$ cat config.mk
export PLATFORM = sky130hd
export DESIGN_NAME = exec_core
export DESIGN_NICKNAME = d
export VERILOG_FILES = /design/src/rtl/exec_pkg.sv /design/src/rtl/exec_alu.sv /design/src/rtl/file_regs.sv /design/src/rtl/exec_core.sv
export SDC_FILE = /design/constraint.sdc
export NUM_CORES = 1
export LEC_CHECK = 0
export ABC_AREA = 1
export BUFFER_PORTS_ARGS = -buffer_cell sky130_fd_sc_hd__buf_2
export CORE_ASPECT_RATIO = 0.6
export CORE_MARGIN = 10
export CORE_UTILIZATION = 35
export CTS_BUF_LIST = sky130_fd_sc_hd__clkbuf_2
export CTS_CLUSTER_DIAMETER = 150
export DETAILED_ROUTE_END_ITERATION = 7
export GPL_ROUTABILITY_DRIVEN = 0
export HOLD_SLACK_MARGIN = 0.12
export PLACE_DENSITY = 0.6
export SLEW_MARGIN = 5
export SYNTH_ARGS = -nofsm -noshare
export SYNTH_HDL_FRONTEND = slang
export SYNTH_SLANG_ARGS = --single-unit
$ cat constraint.sdc
create_clock -name clk -period 3.67 [get_ports clk]
set_input_delay 0.1835 -clock clk [delete_from_list [all_inputs] [get_ports clk]]
set_output_delay 0.1835 -clock clk [all_outputs]
set_load 0.01 [all_outputs]
$ cat src/rtl/exec_pkg.sv
// Shared types and constants for the increment / OR / move / branch execution datapath
package exec_pkg;

  localparam int DATA_W = 8;
  localparam int ADDR_W = 5;
  localparam int LIT_W = 9;
  localparam int PC_W = 11;
  localparam int FILE_DEPTH = 32;

  // Destination bit encoding
  localparam logic DEST_ACC = 1'b0;
  localparam logic DEST_FILE = 1'b1;

  // Field positions inside the branch target and the page bits
  localparam int PC_LOW_MSB = 8;
  localparam int PC_PAGE_LSB = 9;
  localparam int PAGE_W = 2;
  localparam int OR_LIT_MSB = 7;

  // Reset values and data constants
  localparam logic [DATA_W-1:0] ACC_RESET = 8'h00;
  localparam logic ZERO_RESET = 1'b0;
  localparam logic [PC_W-1:0] PC_RESET = 11'h000;
  localparam logic [DATA_W-1:0] FILE_RESET = 8'h00;
  localparam logic [DATA_W-1:0] DATA_ZERO = 8'h00;
  localparam logic [DATA_W-1:0] DATA_ONE = 8'h01;

  // Timing counts in instruction cycles
  localparam int BRANCH_CYCLES = 2;
  localparam int SKIP_CYCLES = 2;
  localparam logic [1:0] BRANCH_EXTRA = 2'(BRANCH_CYCLES - 1);
  localparam logic [1:0] SKIP_EXTRA = 2'(SKIP_CYCLES - 1);

  typedef enum logic [2:0] {
    no_operation = 3'b000,
    increment_register_op = 3'b001,
    increment_skip_zero_op = 3'b010,
    unconditional_branch_op = 3'b011,
    or_literal_op = 3'b100,
    or_register_op = 3'b101,
    store_accumulator_op = 3'b110,
    register_move_op = 3'b111
  } op_e;

  typedef enum logic {
    st_exec = 1'b0,
    st_flush = 1'b1
  } state_e;

  typedef struct packed {
    op_e op;
    logic [ADDR_W-1:0] addr;
    logic dest;
    logic [LIT_W-1:0] literal;
  } instr_s;

  typedef struct packed {
    logic [DATA_W-1:0] result;
    logic result_zero;
    logic wr_acc;
    logic wr_file;
    logic upd_zero;
    logic skip;
    logic branch;
  } alu_out_s;

endpackage : exec_pkg

$ cat src/rtl/exec_alu.sv
// Combinational operation unit: result, destination and flag decisions
`timescale 1ns/100ps
`default_nettype none
module exec_alu (
  input wire exec_pkg::instr_s instr,
  input wire logic [exec_pkg::DATA_W-1:0] acc,
  input wire logic [exec_pkg::DATA_W-1:0] freg,
  output exec_pkg::alu_out_s res
);
  import exec_pkg::*;

  // Destination steering shared by every op that carries the d bit
  function automatic logic to_file(input logic dest);
    to_file = (dest == DEST_FILE);
  endfunction : to_file

  // Operation decode; sums wrap naturally at eight bits
  always_comb begin
    res = '0;
    case (instr.op)
      increment_register_op: begin
        res.result = freg + DATA_ONE;
        res.wr_file = to_file(instr.dest);
        res.wr_acc = !to_file(instr.dest);
        res.upd_zero = 1'b1;
      end
      increment_skip_zero_op: begin
        res.result = freg + DATA_ONE;
        res.wr_file = to_file(instr.dest);
        res.wr_acc = !to_file(instr.dest);
        res.skip = (res.result == DATA_ZERO);
        res.upd_zero = 1'b0; // Flags untouched
      end
      unconditional_branch_op: begin
        res.branch = 1'b1;
      end
      or_literal_op: begin
        res.result = acc | instr.literal[OR_LIT_MSB:0];
        res.wr_acc = 1'b1;
        res.upd_zero = 1'b1;
      end
      or_register_op: begin
        res.result = acc | freg;
        res.wr_file = to_file(instr.dest);
        res.wr_acc = !to_file(instr.dest);
        res.upd_zero = 1'b1;
      end
      store_accumulator_op: begin
        res.result = acc;
        res.wr_file = 1'b1;
      end
      register_move_op: begin
        res.result = freg;
        res.wr_file = to_file(instr.dest);
        res.wr_acc = !to_file(instr.dest);
        res.upd_zero = 1'b1; // Even on self write, acts as zero
      end
      default: begin
        res = '0;
      end
    endcase
    res.result_zero = (res.result == DATA_ZERO);
  end

endmodule : exec_alu
`default_nettype wire

$ cat src/rtl/file_regs.sv
// Thirty-two by eight file register array with one write and two read ports
`timescale 1ns/100ps
`default_nettype none
module file_regs (
  input wire logic clk,
  input wire logic reset,
  input wire logic wr_en,
  input wire logic [exec_pkg::ADDR_W-1:0] wr_addr,
  input wire logic [exec_pkg::DATA_W-1:0] wr_data,
  input wire logic [exec_pkg::ADDR_W-1:0] rd_addr,
  output logic [exec_pkg::DATA_W-1:0] rd_data,
  input wire logic [exec_pkg::ADDR_W-1:0] dbg_addr,
  output logic [exec_pkg::DATA_W-1:0] dbg_data_r
);
  import exec_pkg::*;

  logic [DATA_W-1:0] mem_r [FILE_DEPTH];

  // Storage; reset clears every location so reads are never unknown
  always_ff @(posedge clk) begin
    if (reset) begin
      for (int i = 0; i < FILE_DEPTH; i++) begin
        mem_r[i] <= FILE_RESET;
      end
    end else if (wr_en) begin
      mem_r[wr_addr] <= wr_data;
    end
  end

  // Operand read is combinational so the op finishes in its own cycle
  assign rd_data = mem_r[rd_addr];

  // Observation port, registered so the top output comes from a flop
  always_ff @(posedge clk) begin
    if (reset) begin
      dbg_data_r <= FILE_RESET;
    end else begin
      dbg_data_r <= mem_r[dbg_addr];
    end
  end

endmodule : file_regs
`default_nettype wire

$ cat src/rtl/exec_core.sv
// Execution datapath top: accumulator, zero flag, file registers, skip and branch
`timescale 1ns/100ps
`default_nettype none

// Behaviour
// - Destination bit 0 writes accumulator, 1 writes back the addressed file register.
// - Increment adds one to the file register, routes it, updates zero flag.
// - Increment-skip with zero result discards the fetched next instruction; two cycles.
// - Increment-skip writes its result but leaves every flag, zero included, untouched.
// - Branch loads nine-bit operand into target bits 8:0, page bits into 10:9.
// - Branch takes two cycles and accepts targets from zero to 511.
// - OR-literal combines accumulator with eight-bit literal into accumulator, updates zero.
// - OR-register combines accumulator with file register, routes result, updates zero.
// - Store copies accumulator into file register 0 to 31, flags unchanged.
// - Move copies file register to accumulator (d=0) or back to itself (d=1).
// - Move updates the zero flag even when writing the register back to itself.
module exec_core (
  input wire logic clk,
  input wire logic reset,
  input wire logic instr_valid,
  input wire exec_pkg::instr_s instr,
  input wire logic [exec_pkg::PAGE_W-1:0] page_bits,
  input wire logic [exec_pkg::ADDR_W-1:0] dbg_addr,
  output logic ready_r,
  output logic retire_r,
  output logic [exec_pkg::DATA_W-1:0] acc_r,
  output logic zero_r,
  output logic pc_load_r,
  output logic [exec_pkg::PC_W-1:0] pc_target_r,
  output logic discard_r,
  output logic file_wr_r,
  output logic [exec_pkg::ADDR_W-1:0] file_wr_addr_r,
  output logic [exec_pkg::DATA_W-1:0] file_wr_data_r,
  output logic [exec_pkg::DATA_W-1:0] dbg_data_r
);
  import exec_pkg::*;

  state_e state_r;
  state_e state_nxt;
  logic [1:0] extra_r;
  logic [1:0] extra_nxt;
  logic accept;
  logic [DATA_W-1:0] freg;
  alu_out_s res;
  logic file_we;

  // An instruction is taken only in the execute state
  assign accept = instr_valid && (state_r == st_exec);
  assign file_we = accept && res.wr_file;

  // Operand fetch and write-back share one array
  file_regs u_file_regs (
    .clk(clk),
    .reset(reset),
    .wr_en(file_we),
    .wr_addr(instr.addr),
    .wr_data(res.result),
    .rd_addr(instr.addr),
    .rd_data(freg),
    .dbg_addr(dbg_addr),
    .dbg_data_r(dbg_data_r)
  );

  // Result and flag decisions for the op on the issue port
  exec_alu u_exec_alu (
    .instr(instr),
    .acc(acc_r),
    .freg(freg),
    .res(res)
  );

  // Second-cycle sequencing: branch always, increment-skip only on zero
  always_comb begin
    state_nxt = state_r;
    extra_nxt = extra_r;
    case (state_r)
      st_exec: begin
        if (accept && res.branch) begin
          state_nxt = st_flush;
          extra_nxt = BRANCH_EXTRA;
        end else if (accept && res.skip) begin
          state_nxt = st_flush;
          extra_nxt = SKIP_EXTRA;
        end
      end
      st_flush: begin
        // The flushed slot behaves as a no-operation
        if (extra_r <= 2'h1) begin
          state_nxt = st_exec;
          extra_nxt = 2'h0;
        end else begin
          extra_nxt = extra_r - 2'h1;
        end
      end
      default: begin
        state_nxt = st_exec;
        extra_nxt = 2'h0;
      end
    endcase
  end

  // Sequencer state
  always_ff @(posedge clk) begin
    if (reset) begin
      state_r <= st_exec;
      extra_r <= 2'h0;
    end else begin
      state_r <= state_nxt;
      extra_r <= extra_nxt;
    end
  end

  // Ready is registered from the next state, so it is low for the flush cycle
  always_ff @(posedge clk) begin
    if (reset) begin
      ready_r <= 1'b0;
    end else begin
      ready_r <= (state_nxt == st_exec);
    end
  end

  // Accumulator write-back
  always_ff @(posedge clk) begin
    if (reset) begin
      acc_r <= ACC_RESET;
    end else if (accept && res.wr_acc) begin
      acc_r <= res.result;
    end
  end

  // Zero flag: only ops that affect it; store and skip leave it alone
  always_ff @(posedge clk) begin
    if (reset) begin
      zero_r <= ZERO_RESET;
    end else if (accept && res.upd_zero) begin
      zero_r <= res.result_zero;
    end
  end

  // Branch target: full nine-bit operand plus page bits, one-cycle load pulse
  always_ff @(posedge clk) begin
    if (reset) begin
      pc_load_r <= 1'b0;
      pc_target_r <= PC_RESET;
    end else begin
      pc_load_r <= accept && res.branch;
      if (accept && res.branch) begin
        pc_target_r <= {page_bits, instr.literal[PC_LOW_MSB:0]};
      end
    end
  end

  // Discard pulse tells fetch to drop the already fetched instruction
  always_ff @(posedge clk) begin
    if (reset) begin
      discard_r <= 1'b0;
    end else begin
      discard_r <= accept && (res.skip || res.branch);
    end
  end

  // Mirror of the file write for observers; registered on the same edge that writes the array
  always_ff @(posedge clk) begin
    if (reset) begin
      file_wr_r <= 1'b0;
      file_wr_addr_r <= '0;
      file_wr_data_r <= DATA_ZERO;
    end else begin
      file_wr_r <= file_we;
      if (file_we) begin
        file_wr_addr_r <= instr.addr;
        file_wr_data_r <= res.result;
      end
    end
  end

  // Retire pulse: one per accepted instruction, no-operation included
  always_ff @(posedge clk) begin
    if (reset) begin
      retire_r <= 1'b0;
    end else begin
      retire_r <= accept;
    end
  end

endmodule : exec_core
`default_nettype wire

[Yosys cells after proc, flatten, opt, wreduce, memory -nomap -nowiden]
Memories as Yosys holds them, arrays and structs flattened. A register that Yosys moved wholly into a read port is not among the register bits.
Cells that the tools add are included.
Operators by class
  bitwise gates (word level): 4
  reductions and logical operators: 15
  equality and inequality tests: 8
  add/subtract/negate cells: 2
  $lt $le $gt $ge: 1
  multiplexer cells: 22
Operators with widths (number)
  case mux 8 bit (5 select lines): 1
  logical NOT 8 bit: 2
  OR 8 bit: 2
  == test 3 bit (second input constant): 4
  two-way mux 1 bit: 12
  adder 8 x 1 -> 8 bit (second input constant): 1
  two-way mux 8 bit: 1
  OR reduction 4 bit: 2
  OR reduction 8 bit: 1
  logical AND 1 bit: 7
  == test 3 x 2 -> 1 bit (second input constant): 2
  two-way mux 2 bit: 3
  case mux 1 bit (2 select lines): 3
  two-way mux 5 bit: 1
  case mux 2 bit (2 select lines): 1
  == test 3 x 1 -> 1 bit (second input constant): 1
  != test 3 x 1 -> 1 bit (second input constant): 1
  less-or-equal comparator 2 x 1 -> 1 bit (second input constant): 1
  inverter 1 bit: 2
  OR reduction 2 bit: 1
  subtractor 2 x 1 -> 2 bit (second input constant): 1
  logical NOT 1 bit: 1
  logical OR 1 bit: 1
Storage, ports and cells
  logic and storage cells: 65
  input port bits: 28
  bits in registers: 41
  memories kept: 1
  memory bits (writable): 256
Memories
  u_file_regs.mem_r: words 32, width 8, rd ports 2, clocked after Yosys merged registers in 1, wr ports 32, RTL line file_regs.sv:17  | logic [DATA_W-1:0] mem_r [FILE_DEPTH];

[Logic depth before layout (Yosys ltp)]
  word-level depth: 9
  depth in mapped cells: 23
  gate-level depth less buffers: 20

[By module]
A second synthesis with hierarchy kept.
Unflattened totals
  cells, all modules: 2236
  area, all modules: 16888.7 um2
By module, submodules not included
  file_regs: area each 14632.8 um2, cells each 1850, times used 1
  exec_core: area each 1621.6 um2, cells each 247, times used 1
  exec_alu: area each 634.4 um2, cells each 139, times used 1

[Worst setup path after synthesis]
OpenSTA, ideal clock, no wires.
  kind: input port to flip-flop
  start: input instr[14] in the netlist's numbering
  end: memory u_file_regs.mem_r[29][6] (data pin)
  setup slack: 1.455 ns
  library setup time: 0.255 ns
  buffers on the path: 2
  stages on the path: 16
  required time: 3.415 ns
  data arrival time: 1.960 ns
  cells stage by stage: buf_4 > inv_2 > nor3_2 > nand2_1 > nand2_1 > nor2_1 > nand2_2 > ha_1 > nand2_2 > nor2_2 > nand3_1 > nand3_1 > nand2_2 > inv_2 > buf_6 > nor2_1
RTL lines
  start: declaration: RTL line exec_core.sv:21  | input wire exec_pkg::instr_s instr,
  end: declaration: RTL line file_regs.sv:17

==> metrics.txt <==
EDFF count, synth=~260; R2R setup slack=around 280 ps; commonest non-fill, non-tap cells in the layout=nand2_1, nor2_1, edfxtp_1; clock power share=between 30% and 40%; first-pass GRT wire length=94600 um; Peak VDD IR=roughly 0.27 mV; GRT overflow=0; antenna viol nets, final=0; commonest register cell after synthesis=edfxtp_1; Yosys reg bits=approximately 300; Die Y=approximately 190 um; hold path startpoint=reset; Die Area=0.05689 mm2; Core Area=between 0.04 and 0.05 mm2; Async S/R FF share, synth=0%; status=complete, no violations; Initial Util=roughly 36%; Final Non-Filler Cells=~2900; # DRC=0; Area Overhead vs Synth=13.50%; Slew Viols, Final=0; Worst Path Arrival=between 4000 and 5000 ps; largest net degree at the start of global routing=about 110; Vias=between 15000 and 20000; Root Driver=clkbuf_2; Ports=between 70 and 80; HP Class=input port to flip-flop; hold endpoint=discard_r$_SDFF_PP0_; most frequent CP cell=nand2_1; CP Cell Sequence=dlygate4sd3_1, buf_2, nand2_1, dlygate4sd3_1, a21oi_1, buf_4, o21ai_0, nand2_1, nand2_1, nor2_2, dlygate4sd3_1, nand2_1, buf_4, nor2_1, inv_2, nand2_1; vias in the first global route=15000; switching share of power=33.09%; DIE WIDTH=approximately 300 um; clock sinks=305; CTS tree=done; initial antenna violation count=1; sequential share of the synthesized area=between 50% and 60%; H-tree depth=3; R2R depth=19; crit path capture type=flip-flop; leakage=between 8 and 9 nW; ratio of cells with drive above 1 in the final layout=between 10% and 20%; Post-Syn Area per Cell=roughly 7.9 um2; total number of yosys warnings=0; Post-Syn Area=approximately 0.017 mm2; max-cap violation count=0; CTS clk-pin slew, worst paths=120 ps; # setup viols final=0; placed cell count=between 2000 and 3000; Reg-to-Reg Start=u_file_regs.mem_r[4][3]$_SDFFCE_PN0P_; most common cell after layout, fill and taps aside=nand2_1; Setup crit start kind=input port; overall routing resource usage=about 22%; number of failing hold endpoints at the final stage=0; Total Wirelength=~64000 um; RSZ-0062 raised after global routing=false; PD cells=~400 mW/mm2; Tmin final=3502 ps; CTS buffer count=between 70 and 80; Worst Path Required=4290 ps; fin nets=2270; crit-path max cell delay=660 ps; relative slew slack=roughly 27%; sequential power share=a little over half; post_cts resized=0; synthesized netlist cell count=~2100; Post CTS Setup Buffer Count=0; Pre-antenna DRT Iters=6; Comb pwr share=16.5%; vias per inst=~5.5; Clock Latency Late Sink=1000 ps; hold path cells=4; clock skew=between 70 and 80 ps; Slew @ Worst Pin=around 1100 ps; dpl hpwl=roughly 43000 um; TNS Setup=0 ps; P_int=0.005068 W; final worst path period share=between 90% and 100%; Slowest-stage cell, CP=dlygate4sd3_1; Longest Clk Path Bufs=3; Netlist cell types=40; r2r endpoint=zero_r$_SDFFE_PP0P_; Initial DRC Count=2370; FMAX=between 200 and 300 MHz; Syn Nets=between 2000 and 2500; FP Rows=61; Routed WL per cell=around 22 um; kind of critical path=input port to flip-flop; number of port buffers=between 70 and 80; crit path max fanout=9; sw power=0.002506 W
==> power groups by stage <==
| stage | clock network (W) | logic (W) | registers, W |
|---|---|---|---|
| 2_1_floorplan | 0 | 0.000687 | 0.00401 |
| 3_3_place_gp | 0 | 0.00112 | 0.00403 |
| 3_5_place_dp | 0 | 0.00114 | 0.00403 |
| 4_1_cts | 0.00239 | 0.00120 | 0.00395 |
| 5_1_grt | 0.00258 | 0.00132 | 0.00397 |
| 6_report | 0.00237 | 0.00125 | 0.00396 |
==> state kept, by name (all words and copies together), names as in the netlist, 2 cells and up <==
signal	flops
pc_target_r	11
u_file_regs.mem_r	256
acc_r	8
file_wr_data_r	8
extra_r	2
file_wr_addr_r	5
u_file_regs.dbg_data_r	8
==> worst max-delay path, delay by kind of cell <==
kind,cells,cell delay [ps]
AO/OA/AOI/OAI,2,260
buffers and inverters,7,2510
AND/OR/NAND/NOR,7,1180
==> cells in the mapped netlist (2+ instances only) <==
library cell | instances | area share [%]
nand2_4 | 2 | 0.14
a22oi_1 | 16 | 0.72
nor2_4 | 2 | 0.14
o211ai_1 | 9 | 0.41
inv_1 | 95 | 2.1
o21ai_0 | 163 | 4.9
buf_6 | 16 | 1.1
nor2_8 | 2 | 0.24
nor2_1 | 431 | 9.7
o221ai_1 | 47 | 2.5
clkinv_1 | 3 | 0.068
nand2_2 | 6 | 0.23
nor2_2 | 12 | 0.45
a31oi_1 | 11 | 0.41
inv_2 | 41 | 0.93
buf_2 | 31 | 0.93
nand4_1 | 4 | 0.15
inv_4 | 2 | 0.075
edfxtp_1 | 256 | 46
o311ai_0 | 3 | 0.16
dfxtp_1 | 49 | 5.9
buf_1 | 4 | 0.090
o22ai_1 | 13 | 0.49
a221oi_1 | 4 | 0.21
nor3_2 | 7 | 0.42
a21oi_1 | 44 | 1.3
nand2_1 | 688 | 16
clkbuf_1 | 66 | 1.5
nand3_1 | 56 | 1.7
buf_4 | 12 | 0.54
==> cell type report <==
type	count	area, um2
Antenna cell	3	7.507
Clock buffer	108	540.5
Clock inverter	24	117.6
Fill cell	4727	27770
Inverter	141	535.5
Multi-Input combinational cell	1528	6695
Sequential cell	305	8668
Tap cell	630	788.3
Timing Repair Buffer	191	1511
==> kinds of logic (layout without fill, tap and decap cells) <==
group / count (synthesis) / after routing / synth area share, %
AOI/OAI and AO/OA: 314 / 314 / 11.31
adders and majority gates: 1 / 1 / 0.07527
buffers and inverters: 272 / 464 / 7.565
DFF: 305 / 305 / 52.15
other: 0 / 3 / 0
and+or+nand+nor: 1213 / 1213 / 28.89
==> layer usage <==
metal  track usage, %  vias to the layer above  wire length (um)
met1            31.38                     7715             27460
met4            5.630                        0              1108
met2            28.46                     1107             24660
met5                0                        -                 0
li1                 -                     7225                 -
met3            10.45                       94             10860
==> per-stage QoR <==
| stage | utilization, % | hold WS (ps) | instance area [um2] | total power [W] | setup WS, ps |
|---|---|---|---|---|---|
| CTS | 40.44 | 122.5 | 18860 | 0.007534 | 283.3 |
| global route | 40.45 | 154.7 | 18860 | 0.007869 | 1.079 |
| detailed placement | 37.69 | 418.0 | 17580 | 0.005163 | 554.5 |
| global placement | 37.69 | 419.8 | 17580 | 0.005148 | 616.4 |
| floorplan | - | 347.4 | 16620 | 0.004698 | 1455 |
| finish | 40.45 | 183.2 | 18860 | 0.007574 | 168.5 |
==> how the worst max path moves through the flow <==
stage                   start                                endpoint  slack, ps  depth (start not counted)
floorplan           instr[14]  u_file_regs.mem_r[29][6]$_SDFFCE_PN0P_       1450                         16
global placement    instr[10]                     zero_r$_SDFFE_PP0P_        620                         19
detailed placement  instr[10]                     zero_r$_SDFFE_PP0P_        550                         19
CTS                 instr[15]  u_file_regs.mem_r[11][0]$_SDFFCE_PN0P_        280                         16
global route        instr[15]  u_file_regs.mem_r[11][5]$_SDFFCE_PN0P_          1                         16
finish              instr[15]  u_file_regs.mem_r[11][0]$_SDFFCE_PN0P_        170                         16
==> repair_timing <==
item                       CTS  global route
hold buffers                62             0
hold endpoints to repair   284             0
setup endpoints to repair    0             0
(Power assumes the default switching activity.)
